--- src/shared/fault_timer_params.svh ---
`ifndef FAULT_TIMER_PARAMS_SVH
`define FAULT_TIMER_PARAMS_SVH

// Register offsets
`define DETECT_CLASS_OFS    8'h14
`define TIMING_CFG_OFS      8'h16
`define PORT_RESET_OFS      8'h1a
`define PORT_MODE_OFS       8'h12
`define FOLDBACK_OFS        8'h40
`define FAULT_STATUS_OFS    8'h50
`define LIMIT_COUNT_OFS     8'h51

// Reset values
`define TIMING_CFG_RST      8'h00
`define DETECT_CLASS_RST    8'h00
`define FOLDBACK_RST        4'h0
`define PORT_MODE_RST       8'h00

// Timing configuration field positions
`define LIMIT_SEL_LSB       6
`define INRUSH_SEL_LSB      4
`define OVERLOAD_SEL_LSB    2
`define DISC_DELAY_SEL_LSB  0

// Time base
`define CLK_PERIOD_NS       4
`define MS_NS               1000000
`define MS_CYCLES           (`MS_NS / `CLK_PERIOD_NS)

// Fault times in milliseconds
`define LIMIT_NOMINAL_MS    7'd60
`define LIMIT_SEL0_MS       7'd58
`define LIMIT_SEL1_MS       7'd15
`define LIMIT_SEL2_MS       7'd10
`define LIMIT_SEL3_MS       7'd6
`define INRUSH_SEL0_MS      7'd60
`define INRUSH_SEL1_MS      7'd30
`define INRUSH_SEL2_MS      7'd120
`define COOL_DOWN_MS        10'd1000
`define DECAY_DIVIDE        4'd8

`endif

--- src/shared/fault_timer_pkg.sv ---
package fault_timer_pkg;

	// Per-channel operating mode, two bits per channel
	typedef enum logic [1:0] {
		MODE_OFF    = 2'b00,
		MODE_MANUAL = 2'b01,
		MODE_SEMI   = 2'b10,
		MODE_AUTO   = 2'b11
	} port_mode_t;

	// Cool-down sequencer
	typedef enum logic [0:0] {
		COOL_IDLE = 1'b0,
		COOL_RUN  = 1'b1
	} cool_state_t;

endpackage

--- src/verilog/channel_fault_counter.sv ---
`timescale 1ns/100ps
`include "fault_timer_params.svh"

module channel_fault_counter (
	input  wire logic       ref_clk,
	input  wire logic       reset,
	input  wire logic       ms_tick,
	input  wire logic       decay_tick,
	input  wire logic       channel_on,
	input  wire logic       limiting,
	input  wire logic       limit_sel_change,
	input  wire logic       turn_off_event,
	input  wire logic       cool_cancel,
	input  wire logic       restart_allowed,
	input  wire logic [6:0] limit_ms,
	input  wire logic [6:0] inrush_ms,
	output logic            limit_power_off,
	output logic            turn_on_inhibit,
	output logic            detect_restart,
	output logic            inrush_expired,
	output logic [6:0]      limit_count
);
	logic                          on_prev_q, on_prev_d;
	logic [6:0]                    inrush_cnt_q, inrush_cnt_d;
	logic [6:0]                    inrush_lim_q, inrush_lim_d;
	logic                          inrush_done_q, inrush_done_d;
	logic [6:0]                    lim_cnt_q, lim_cnt_d;
	logic                          trip_q, trip_d;
	logic                          restart_q, restart_d;
	logic [9:0]                    cool_cnt_q, cool_cnt_d;
	fault_timer_pkg::cool_state_t  cool_q, cool_d;
	logic                          trip;

	// Next state of inrush window, limit counter and cool-down
	always_comb begin
		on_prev_d     = channel_on;
		inrush_cnt_d  = inrush_cnt_q;
		inrush_lim_d  = inrush_lim_q;
		inrush_done_d = inrush_done_q;
		lim_cnt_d     = lim_cnt_q;
		cool_cnt_d    = cool_cnt_q;
		cool_d        = cool_q;
		restart_d     = 1'b0;
		trip          = 1'b0;
		// Inrush window, select latched at turn-on only
		if (channel_on && !on_prev_q) begin
			inrush_cnt_d  = 7'd0;
			inrush_lim_d  = inrush_ms;
			inrush_done_d = 1'b0;
		end else if (!channel_on) begin
			inrush_done_d = 1'b0;
		end else if (!inrush_done_q && ms_tick) begin
			inrush_cnt_d = inrush_cnt_q + 7'd1;
			if (inrush_cnt_d >= inrush_lim_q)
				inrush_done_d = 1'b1;
		end
		// Current-limit counter
		if (turn_off_event) begin
			lim_cnt_d = 7'd0;
		end else if (limit_sel_change) begin
			lim_cnt_d = 7'd0;
		end else if (channel_on && inrush_done_q && limiting) begin
			if (ms_tick) begin
				lim_cnt_d = lim_cnt_q + 7'd1;
				if (lim_cnt_d >= limit_ms) begin
					trip      = 1'b1;
					lim_cnt_d = 7'd0;
				end
			end
		end else if (channel_on && decay_tick && lim_cnt_q != 7'd0) begin
			lim_cnt_d = lim_cnt_q - 7'd1;
		end
		// Cool-down after a limit power-off
		case (cool_q)
			fault_timer_pkg::COOL_IDLE: begin
				if (trip) begin
					cool_d     = fault_timer_pkg::COOL_RUN;
					cool_cnt_d = `COOL_DOWN_MS;
				end
			end
			fault_timer_pkg::COOL_RUN: begin
				if (cool_cancel) begin
					cool_d = fault_timer_pkg::COOL_IDLE;
				end else if (ms_tick) begin
					cool_cnt_d = cool_cnt_q - 10'd1;
					if (cool_cnt_q == 10'd1) begin
						cool_d    = fault_timer_pkg::COOL_IDLE;
						restart_d = restart_allowed;
					end
				end
			end
			default: cool_d = fault_timer_pkg::COOL_IDLE;
		endcase
		trip_d = trip;
	end

	// State registers
	always_ff @(posedge ref_clk or posedge reset) begin
		if (reset) begin
			on_prev_q     <= 1'b0;
			inrush_cnt_q  <= 7'd0;
			inrush_lim_q  <= `INRUSH_SEL0_MS;
			inrush_done_q <= 1'b0;
			lim_cnt_q     <= 7'd0;
			trip_q        <= 1'b0;
			restart_q     <= 1'b0;
			cool_cnt_q    <= 10'd0;
			cool_q        <= fault_timer_pkg::COOL_IDLE;
		end else begin
			on_prev_q     <= on_prev_d;
			inrush_cnt_q  <= inrush_cnt_d;
			inrush_lim_q  <= inrush_lim_d;
			inrush_done_q <= inrush_done_d;
			lim_cnt_q     <= lim_cnt_d;
			trip_q        <= trip_d;
			restart_q     <= restart_d;
			cool_cnt_q    <= cool_cnt_d;
			cool_q        <= cool_d;
		end
	end

	// Outputs straight from flip-flops
	assign limit_power_off = trip_q;
	assign turn_on_inhibit = (cool_q == fault_timer_pkg::COOL_RUN);
	assign detect_restart  = restart_q;
	assign inrush_expired  = inrush_done_q;
	assign limit_count     = lim_cnt_q;
endmodule

--- src/verilog/current_limit_fault_timer.sv ---
`timescale 1ns/100ps
`include "fault_timer_params.svh"

// Operation
// - One shared 8-bit timing register, offset 16h
// - Fields limit, inrush, overload, disconnect; reset zero
// - Foldback off: fixed nominal 60 ms timeout
// - Count up after inrush, while limiting
// - Counter reaching timeout powers channel off
// - Then one-second cool-down blocks turn-on
// - Below limit count down slower, floor zero
// - Turn-off events clear the limit counter
// - Limit select change restarts running counter
// - Semi-auto: cool-down end restarts detection
// - Reset command or off/manual cancels cool-down
// - Foldback on: timeout from select, 58/15/10/6 ms
// - Inrush select change applies next turn-on
module current_limit_fault_timer #(
	parameter int NUM_CH    = 4,
	parameter int MS_CYCLES = `MS_CYCLES
) (
	input  wire logic              ref_clk,
	input  wire logic              reset,
	input  wire logic [7:0]        reg_addr,
	input  wire logic [7:0]        reg_wdata,
	input  wire logic              reg_wr,
	input  wire logic              reg_rd,
	output logic      [7:0]        reg_rdata,
	input  wire logic [NUM_CH-1:0] channel_on,
	input  wire logic [NUM_CH-1:0] output_current_limit,
	input  wire logic [NUM_CH-1:0] power_enable_off_cmd,
	input  wire logic [NUM_CH-1:0] reset_cmd,
	input  wire logic [NUM_CH-1:0] dc_disconnect,
	input  wire logic [NUM_CH-1:0] fast_shutdown_input,
	output logic      [NUM_CH-1:0] limit_power_off,
	output logic      [NUM_CH-1:0] turn_on_inhibit,
	output logic      [NUM_CH-1:0] detect_restart,
	output logic      [NUM_CH-1:0] inrush_expired
);
	// Millisecond time base and decay divider
	logic [17:0] ms_div_q, ms_div_d;
	logic        ms_tick_q, ms_tick_d;
	logic [3:0]  decay_div_q, decay_div_d;
	logic        decay_tick_q, decay_tick_d;

	// Software visible registers
	logic [7:0]        timing_cfg_q, timing_cfg_d;
	logic [7:0]        detect_class_q, detect_class_d;
	logic [NUM_CH-1:0] foldback_q, foldback_d;
	logic [7:0]        port_mode_q, port_mode_d;
	logic [7:0]        rdata_q, rdata_d;

	// One-cycle command pulses from register writes
	logic              limit_sel_change_q, limit_sel_change_d;
	logic [NUM_CH-1:0] sw_reset_q, sw_reset_d;
	logic [NUM_CH-1:0] mode_cancel_q, mode_cancel_d;

	// Per-channel glue
	logic [NUM_CH-1:0] turn_off_event;
	logic [NUM_CH-1:0] cool_cancel;
	logic [NUM_CH-1:0] restart_allowed;
	logic [6:0]        limit_ms   [NUM_CH];
	logic [6:0]        limit_cnt  [NUM_CH];
	logic [6:0]        inrush_ms;

	// Timeout for the current-limit select, foldback per channel
	function automatic logic [6:0] limit_timeout_ms(
		input logic [1:0] sel,
		input logic       fb_en
	);
		logic [6:0] ms;
		ms = `LIMIT_NOMINAL_MS;
		if (fb_en) begin
			case (sel)
				2'b00:   ms = `LIMIT_SEL0_MS;
				2'b01:   ms = `LIMIT_SEL1_MS;
				2'b10:   ms = `LIMIT_SEL2_MS;
				2'b11:   ms = `LIMIT_SEL3_MS;
				default: ms = `LIMIT_SEL0_MS;
			endcase
		end
		return ms;
	endfunction

	// Inrush window for the inrush select, reserved code as 00
	function automatic logic [6:0] inrush_timeout_ms(
		input logic [1:0] sel
	);
		logic [6:0] ms;
		case (sel)
			2'b01:   ms = `INRUSH_SEL1_MS;
			2'b10:   ms = `INRUSH_SEL2_MS;
			default: ms = `INRUSH_SEL0_MS;
		endcase
		return ms;
	endfunction

	// Mode field of one channel
	function automatic fault_timer_pkg::port_mode_t mode_of(
		input logic [7:0] modes,
		input int         ch
	);
		logic [1:0] m;
		m = modes[2*ch +: 2];
		return fault_timer_pkg::port_mode_t'(m);
	endfunction

	// Divider producing the 1 ms tick and the slower decay tick
	always_comb begin
		ms_div_d     = ms_div_q + 18'd1;
		ms_tick_d    = 1'b0;
		decay_div_d  = decay_div_q;
		decay_tick_d = 1'b0;
		if (ms_div_q == 18'(MS_CYCLES - 1)) begin
			ms_div_d    = 18'd0;
			ms_tick_d   = 1'b1;
			decay_div_d = decay_div_q + 4'd1;
			if (decay_div_q == `DECAY_DIVIDE - 4'd1) begin
				decay_div_d  = 4'd0;
				decay_tick_d = 1'b1;
			end
		end
	end

	// Time base registers
	always_ff @(posedge ref_clk or posedge reset) begin
		if (reset) begin
			ms_div_q     <= 18'd0;
			ms_tick_q    <= 1'b0;
			decay_div_q  <= 4'd0;
			decay_tick_q <= 1'b0;
		end else begin
			ms_div_q     <= ms_div_d;
			ms_tick_q    <= ms_tick_d;
			decay_div_q  <= decay_div_d;
			decay_tick_q <= decay_tick_d;
		end
	end

	// Register writes and the command pulses they raise
	always_comb begin
		timing_cfg_d       = timing_cfg_q;
		detect_class_d     = detect_class_q;
		foldback_d         = foldback_q;
		port_mode_d        = port_mode_q;
		limit_sel_change_d = 1'b0;
		sw_reset_d         = '0;
		mode_cancel_d      = '0;
		if (reg_wr) begin
			case (reg_addr)
				`TIMING_CFG_OFS: begin
					timing_cfg_d = reg_wdata;
					if (reg_wdata[`LIMIT_SEL_LSB +: 2] !=
					    timing_cfg_q[`LIMIT_SEL_LSB +: 2])
						limit_sel_change_d = 1'b1;
				end
				`DETECT_CLASS_OFS: detect_class_d = reg_wdata;
				`FOLDBACK_OFS:     foldback_d = reg_wdata[NUM_CH-1:0];
				`PORT_MODE_OFS: begin
					port_mode_d = reg_wdata;
					for (int i = 0; i < NUM_CH; i++) begin
						if (mode_of(reg_wdata, i) ==
						        fault_timer_pkg::MODE_OFF ||
						    mode_of(reg_wdata, i) ==
						        fault_timer_pkg::MODE_MANUAL)
							mode_cancel_d[i] = 1'b1;
					end
				end
				`PORT_RESET_OFS: sw_reset_d = reg_wdata[NUM_CH-1:0];
				default: ;
			endcase
		end
	end

	// Register file storage
	always_ff @(posedge ref_clk or posedge reset) begin
		if (reset) begin
			timing_cfg_q       <= `TIMING_CFG_RST;
			detect_class_q     <= `DETECT_CLASS_RST;
			foldback_q         <= `FOLDBACK_RST;
			port_mode_q        <= `PORT_MODE_RST;
			limit_sel_change_q <= 1'b0;
			sw_reset_q         <= '0;
			mode_cancel_q      <= '0;
		end else begin
			timing_cfg_q       <= timing_cfg_d;
			detect_class_q     <= detect_class_d;
			foldback_q         <= foldback_d;
			port_mode_q        <= port_mode_d;
			limit_sel_change_q <= limit_sel_change_d;
			sw_reset_q         <= sw_reset_d;
			mode_cancel_q      <= mode_cancel_d;
		end
	end

	// Read mux; unmapped offsets read zero
	always_comb begin
		rdata_d = 8'h00;
		if (reg_rd) begin
			case (reg_addr)
				`TIMING_CFG_OFS:   rdata_d = timing_cfg_q;
				`DETECT_CLASS_OFS: rdata_d = detect_class_q;
				`FOLDBACK_OFS:     rdata_d = 8'(foldback_q);
				`PORT_MODE_OFS:    rdata_d = port_mode_q;
				`FAULT_STATUS_OFS:
					rdata_d = {4'(inrush_expired), 4'(turn_on_inhibit)};
				default: begin
					for (int i = 0; i < NUM_CH; i++) begin
						if (reg_addr == `LIMIT_COUNT_OFS + 8'(i))
							rdata_d = {1'b0, limit_cnt[i]};
					end
				end
			endcase
		end
	end

	// Read data stands for the one cycle after the strobe
	always_ff @(posedge ref_clk or posedge reset) begin
		if (reset)
			rdata_q <= 8'h00;
		else
			rdata_q <= rdata_d;
	end

	assign reg_rdata = rdata_q;

	// Shared inrush window setting for every channel
	assign inrush_ms = inrush_timeout_ms(
		timing_cfg_q[`INRUSH_SEL_LSB +: 2]);

	// Per-channel event gathering from the shared settings
	always_comb begin
		for (int i = 0; i < NUM_CH; i++) begin
			// Fast shutdown clears the counter but leaves cool-down
			turn_off_event[i] = power_enable_off_cmd[i] | reset_cmd[i] |
				sw_reset_q[i] | dc_disconnect[i] |
				fast_shutdown_input[i];
			cool_cancel[i] = reset_cmd[i] | sw_reset_q[i] |
				mode_cancel_q[i];
			restart_allowed[i] = detect_class_q[i] &&
				mode_of(port_mode_q, i) ==
				fault_timer_pkg::MODE_SEMI;
			limit_ms[i] = limit_timeout_ms(
				timing_cfg_q[`LIMIT_SEL_LSB +: 2],
				foldback_q[i]);
		end
	end

	// One independent counter set per channel
	for (genvar g = 0; g < NUM_CH; g++) begin : g_ch
		channel_fault_counter channel_fault_counter_i (
			.ref_clk          (ref_clk),
			.reset            (reset),
			.ms_tick          (ms_tick_q),
			.decay_tick       (decay_tick_q),
			.channel_on       (channel_on[g]),
			.limiting         (output_current_limit[g]),
			.limit_sel_change (limit_sel_change_q),
			.turn_off_event   (turn_off_event[g]),
			.cool_cancel      (cool_cancel[g]),
			.restart_allowed  (restart_allowed[g]),
			.limit_ms         (limit_ms[g]),
			.inrush_ms        (inrush_ms),
			.limit_power_off  (limit_power_off[g]),
			.turn_on_inhibit  (turn_on_inhibit[g]),
			.detect_restart   (detect_restart[g]),
			.inrush_expired   (inrush_expired[g]),
			.limit_count      (limit_cnt[g])
		);
	end
endmodule

--- config.mk ---
export PLATFORM = sky130hd
export DESIGN_NAME = current_limit_fault_timer
export DESIGN_NICKNAME = d
export VERILOG_FILES = /design/src/shared/fault_timer_pkg.sv /design/src/verilog/channel_fault_counter.sv /design/src/verilog/current_limit_fault_timer.sv
export VERILOG_INCLUDE_DIRS = /design/src /design/src/shared
export SDC_FILE = /design/constraint.sdc
export NUM_CORES = 1
export LEC_CHECK = 0
export ABC_AREA = 0
export BUFFER_PORTS_ARGS = -buffer_cell sky130_fd_sc_hd__buf_2
export CAP_MARGIN = 20
export CORE_UTILIZATION = 25
export CTS_BUF_LIST = sky130_fd_sc_hd__clkbuf_4
export DETAILED_ROUTE_END_ITERATION = 12
export HOLD_SLACK_MARGIN = 0.02
export PLACE_DENSITY_LB_ADDON = 0.12
export SETUP_SLACK_MARGIN = 0.5
export SYNTH_ARGS = -nofsm -noshare
export SYNTH_HDL_FRONTEND = slang
export SYNTH_SLANG_ARGS = --single-unit
--- constraint.sdc ---
create_clock -name ref_clk -period 11.05 [get_ports ref_clk]
set_clock_uncertainty 0.2 [all_clocks]
set_input_delay 0.5525 -clock ref_clk [delete_from_list [all_inputs] [get_ports ref_clk]]
set_output_delay 0.5525 -clock ref_clk [all_outputs]
set_load 0.05 [all_outputs]
; After elaboration in Yosys (flattened, before gate mapping)
; Index checks and enable logic that the tools add are counted.
[classes]
magnitude_cmp = 8
add_sub_neg = 18
n_eq_ne = 54
mux = 152
n_reduce_logical = 81
n_bitwise = 28
[op_table]
columns = operator, n
row1 = $mux W7, 41
row2 = $mux W10, 12
row3 = $pmux W10 S2, 4
row4 = $mux W1, 78
row5 = $add A7 B1 Y7 const B, 8
row6 = $ge A7 B7 Y1, 8
row7 = $eq A8 B7 Y1 const B, 6
row8 = $eq A10 B1 Y1 const B, 4
row9 = $pmux W8 S5, 1
row10 = $sub A10 B1 Y10 const B, 4
row11 = $eq A8 B5 Y1 const B, 4
row12 = $mux W8, 4
row13 = $reduce_and A2 Y1, 16
row14 = $logic_and A1 B1 Y1, 28
row15 = $pmux W7 S4, 1
row16 = $reduce_bool A7 Y1, 4
row17 = $sub A7 B1 Y7 const B, 4
row18 = $ne A3 B1 Y1 const B, 8
row19 = $or A1 B1 Y1, 24
row20 = $mux W4, 5
row21 = $add A18 B1 Y18 const B, 1
row22 = $eq A18 B18 Y1 const B, 1
row23 = $mux W18, 1
row24 = $ne A2 B2 Y1 const B, 8
row25 = 16 further kinds, 66
[word_totals]
output_inout_bits = 24
in_bits = 44
ff_bits = 213
elab_cells = 389

; Logic depth before layout (Yosys ltp)
[logic_depth]
depth_word = 11
mapped_depth = 11
depth_no_buf = 10

; Cells and area by module
; Synthesis repeated with hierarchy kept, for this count alone.
[hier_totals]
hier_cells = 1474
area_unflattened_um2 = 13319.0
[by_module_without_submodules]
columns = module, area_per_inst_um2, instances, seq_area_each_um2, cells_per_inst
row1 = channel_fault_counter at g_ch[0].channel_fault_counter_i ..., 2419.8, 3, 905.9, 281
row2 = current_limit_fault_timer, 3714.8, 1, 1726.7, 366
row3 = channel_fault_counter at g_ch[1].channel_fault_counter_i, 2344.7, 1, 905.9, 265

; Worst setup path before layout
; Ideal clock, no wire load.
[synth_timing]
path_kind = register -> register
start = register g_ch[3].channel_fault_counter_i.lim_cnt_q[0]
end = register g_ch[3].channel_fault_counter_i.cool_cnt_q[3]
synth_period_minus_slack_ns = 2.722
arrival_time_ns = 2.394
path_buffers = 2
setup_time_ns = 0.128
slack_ns = 8.328
t_required_ns = 10.722
stages_incl_launch_ff = 12
cell_sequence = dfrtp_1 > clkbuf_1 > inv_1 > nor3_1 > xor2_1 > ha_1 > nand3_1 > a21oi_1 > nor4_1 > or4_1 > clkbuf_1 > nand2_1
[synth_between]
elab_chain_cells = 9
[synth_lines]
columns = item, line_no
row1 = from (decl), channel_fault_counter.sv:27  ; logic [6:0] lim_cnt_q, lim_cnt_d;
row2 = from (signal assigned), channel_fault_counter.sv:114  ; lim_cnt_q <= lim_cnt_d;
row3 = $add A7 B1 Y7, channel_fault_counter.sv:64  ; lim_cnt_d = lim_cnt_q + 7'd1;
row4 = $ge A7 B7 Y1, channel_fault_counter.sv:65  ; if (lim_cnt_d >= limit_ms) begin
row5 = $mux W1, channel_fault_counter.sv:65
row6 = $mux W1, channel_fault_counter.sv:63  ; if (ms_tick) begin
row7 = $mux W1, channel_fault_counter.sv:62  ; end else if (channel_on && inrush_done_q && limiting) begin
row8 = $mux W1, channel_fault_counter.sv:60  ; end else if (limit_sel_change) begin
row9 = $mux W1, channel_fault_counter.sv:58  ; if (turn_off_event) begin
row10 = $ne A2 B1 Y1 (no source line), --
row11 = $reduce_and A3 Y1 (no source line), --
row12 = to (signal assigned), channel_fault_counter.sv:117  ; cool_cnt_q <= cool_cnt_d;
row13 = to (decl), channel_fault_counter.sv:30  ; logic [9:0] cool_cnt_q, cool_cnt_d;
; Every way passes these cells.
; A chain may end at the register's enable or synchronous reset.

; Worst setup path after layout
[layout_timing]
start = register g_ch[3].channel_fault_counter_i.lim_cnt_q[0]
end = register g_ch[3].channel_fault_counter_i.lim_cnt_q[0]
[layout_between]
elab_chain_cells = 7
word_cells_on_any_way = 13
cone_classes = add/sub: 2 / order compare: 1 / mux: 6 / reduce/logical: 4
[layout_lines]
columns = item, line_no
row1 = $add A7 B1 Y7, channel_fault_counter.sv:64
row2 = $ge A7 B7 Y1, channel_fault_counter.sv:65
row3 = $mux W7, channel_fault_counter.sv:65
row4 = $mux W7, channel_fault_counter.sv:63
row5 = $mux W7, channel_fault_counter.sv:62
row6 = $mux W7, channel_fault_counter.sv:60
row7 = $mux W7, channel_fault_counter.sv:58
; Parallel ways exist; a longest one is shown, timed or not. The select of a mux whose other input is x is not followed.

==> reports/metrics.yaml <==
outcome: "finished clean"
cts_setup_buffers: 0
finalCritPeriodShare_pct: 29.15
intPower_mw: 1.154
max_stage_delay_ns: 0.78
place.gp.congestion: 0.8239
syn_to_final_growth_pct: 16.47
yosys.cell_types.count: 74
path_depth: 9
dp_hpwl_mm: 23.84
cp_slowest_cell: "nor4_1"
cp.arrival_ns: 3.70
cts_sinks: 201
cts_inserted_buffers: 60
r2r_setup_slack_ns: 7.83
clk_pin_slew_ns: 0.07
cts_tree: "done"
cp_data_required_time_ns: 11.53
worst_setup_path_endpoint: "g_ch[3].channel_fault_counter_i.limit_count[0]$_DFFE_PP0P_"
timing.rr.end: "g_ch[3].channel_fault_counter_i.limit_count[0]$_DFFE_PP0P_"
tightest_slew_ns: 0.9548
initial_utilization_pct: 25.39
combPwrFrac_pct: 5.9
vias: 9605
fin_util_pct: 29.57
switching_share_pct: 26.33
grt_pass1_vias: 9641
critical-path-top-delay-family: "simple AND/OR/NAND/NOR gates"
clk_path_buf_depth: 3
hold_path_class: "input port to flip-flop"
grt_max_degree: 105
root_buffer: "clkbuf_4"
netlist_area_um2: 11820
die_w_um: 219.4
drt-total-wl_mm: 33.58
synth-edff-count: 0
grt_usage_pct: 14.35
die_h_um: 219.4
die_area_um2: 48150
yosysWarnings: 0
core_um2: 46560
synth_fp_nets: 1383
fmax_mhz: 310.5
final_antenna_net_count: 0
overflow: 0
rsz0062_at_grt: "no"
ys_ff_latch: 201
fin_nets: 1495
endpoint_kind: "flip-flop"
p_switching_mw: 0.4124
cp-start-kind: "flip-flop"
place_area_um2: 12670
cp_num_buf_inv: 0
critical_path.max_fanout: 11
clock_power_share_pct: 45.3
finalSetupTns_ns: 0
p_seq_share_pct: 48.9
firstDrtPassIters: 5
synth_flop_cell: "dfrtp_1"
htreeDepth: 2
final_common_cell: "dfrtp_1"
yosysSeqAreaShare_pct: 42.64
fill_cells: 5005
final-hold-violation-count: 0
slew_headroom_pct: 35.76
critPathKind: "flip-flop to flip-flop"
final_area_um2: 13770
max-vdd-ir-drop_v: 0.00005216
setup_violations: 0
reg2reg_from: "g_ch[3].channel_fault_counter_i.limit_count[0]$_DFFE_PP0P_"
slew_viol_final: 0
leakage_nw: 6.560
grt_pass1_wl_mm: 53.74
io_pins: 68
drive_gt1_share_pct: 15.97
drv_cap: 0
critPathLaunch: "g_ch[3].channel_fault_counter_i.limit_count[0]$_DFFE_PP0P_"
async_flop_share_pct: 100.0
clock_latency_ns: 0.78
power_density_nw_per_um2: 113.8
vias_per_cell: 4.718
synthCells: 1273
reg2regPathDepth: 9
post_drt_wl_per_cell_um: 16.49
path_cells: "ha_1, nand3_1, xnor2_1, ha_1, a21oi_1, nor2b_1, nor4_1, o21ai_0, o21ai_0"
syn_area_per_cell_um2: 9.285
rows: 79
fin_crit_ns: 3.221
antenna_found_initial: 2
final_cell_mix: "193 x dfrtp_1, 169 x nand2_1, 111 x nor2_1"
drt_iter0_drc: 597
drc: 0
io_buffers: 67
-- power groups by stage --
stage | clock (mW) | combinational (mW) | sequential (mW)
floorplan | 0 | 0.0568 | 0.772
global placement | 0 | 0.0861 | 0.779
detailed placement | 0 | 0.0862 | 0.779
CTS | 0.748 | 0.0950 | 0.765
global route | 0.783 | 0.106 | 0.767
finish | 0.709 | 0.0920 | 0.765
-- kinds of logic (layout without fill, tap and decap cells) --
logic type,count (synthesis),after routing,share of synthesized area [%]
AOI/OAI and AO/OA,223,223,12.45
and+or+nand+nor,541,541,22.77
adders and majority gates,66,66,6.986
muxes,45,45,4.901
other,0,1,0
DFF,201,201,42.64
xor gates and xnor gates,80,80,5.928
buffers and inverters,117,272,4.329
-- layer usage --
layer  vias to the layer above  GRT usage [%]  wire length [um]
met2                       193          21.71             14670
met4                         0          6.042               956
met5                         -              0                 0
li1                       4750              -                 -
met3                        59          2.730              1466
met1                      4603          19.84             16490
-- stage by stage --
| stage | setup WS (ns) | std cells | total power [mW] | hold WS [ns] |
|---|---|---|---|---|
| after floorplan | 4.828 | 1273 | 0.8288 | 0.2479 |
| after global placement | 7.849 | 1894 | 0.8647 | 0.2662 |
| after detailed placement | 7.878 | 1894 | 0.8648 | 0.2731 |
| after CTS | 7.876 | 2035 | 1.608 | 0.02267 |
| after global routing | 7.491 | 2036 | 1.656 | 0.09484 |
| final | 7.829 | 2036 | 1.566 | 0.1213 |
-- synthesized netlist by cell type (14+ instances only) --
cell type,count,area (um^2)
nor3_1,29,145.1
ha_1,66,825.8
dfrtp_1,193,4830
a22o_1,17,148.9
nor2_1,111,416.7
a21oi_1,42,210.2
buf_4,16,120.1
nand2_1,169,634.4
and3_1,19,118.9
inv_1,59,221.5
nand2b_1,20,125.1
nor4_1,19,118.9
nand4_1,18,112.6
xor2_1,32,280.3
and2_1,23,143.9
mux2_2,32,360.4
nand3_1,64,320.3
clkbuf_1,29,108.9
xnor2_1,48,420.4
o21ai_0,69,345.3
a21o_1,14,105.1
-- state kept, by name (all words and copies together) (netlist names), 8 cells and up --
signal and flops:
detect_class_q 8, g_ch.channel_fault_counter_i.cool_cnt_q 40, g_ch.channel_fault_counter_i.inrush_cnt_q 28, g_ch.channel_fault_counter_i.inrush_lim_q 16, g_ch.channel_fault_counter_i.limit_count 28, ms_div_q 18
port_mode_q 8, reg_rdata 8, timing_cfg_q 8
-- worst register-to-register path, cell delays in order, from the launching register on --
cell and delay [ns]:
dfrtp_1 0.57, ha_1 0.28, nand3_1 0.11, xnor2_1 0.24
ha_1 0.29, a21oi_1 0.13, nor2b_1 0.06, nor4_1 0.78
o21ai_0 0.29, o21ai_0 0.21
-- worst min path at each step --
stage	depth (start not counted)	from	to
2_1_floorplan	1	ms_div_q[0]$_DFF_PP0_	ms_div_q[0]$_DFF_PP0_
3_3_place_gp	1	g_ch[3].channel_fault_counter_i.inrush_lim_q[6]$_DFFE_PP0P_	g_ch[3].channel_fault_counter_i.inrush_lim_q[6]$_DFFE_PP0P_
3_5_place_dp	1	g_ch[2].channel_fault_counter_i.inrush_lim_q[6]$_DFFE_PP0P_	g_ch[2].channel_fault_counter_i.inrush_lim_q[6]$_DFFE_PP0P_
4_1_cts	4	output_current_limit[3]	g_ch[3].channel_fault_counter_i.limit_count[4]$_DFFE_PP0P_
5_1_grt	4	fast_shutdown_input[1]	g_ch[1].channel_fault_counter_i.limit_power_off$_DFF_PP0_
6_report	5	dc_disconnect[3]	g_ch[3].channel_fault_counter_i.cool_cnt_q[4]$_DFFE_PP0P_
-- final cells by class --
class / count / area, um^2 / share of cell area (%)
flip-flops and latches: 201 / 5040 / 36.61
clock buffers: 90 / 675.6 / 4.908
well taps: 607 / 759.5 / 5.517
repair buffers: 108 / 733.2 / 5.326
clock inverters: 15 / 58.81 / 0.4272
multi-input cells: 955 / 6269 / 45.53
diodes: 1 / 2.502 / 0.01818
inverters: 59 / 229.0 / 1.663
-- what timing repair did --
action | 4_1_cts | 5_1_grt
hold endpoints to repair | 198 | 0
resized for setup | 0 | 0
hold buffers | 36 | 0
Power figures use the tool's default switching activity.
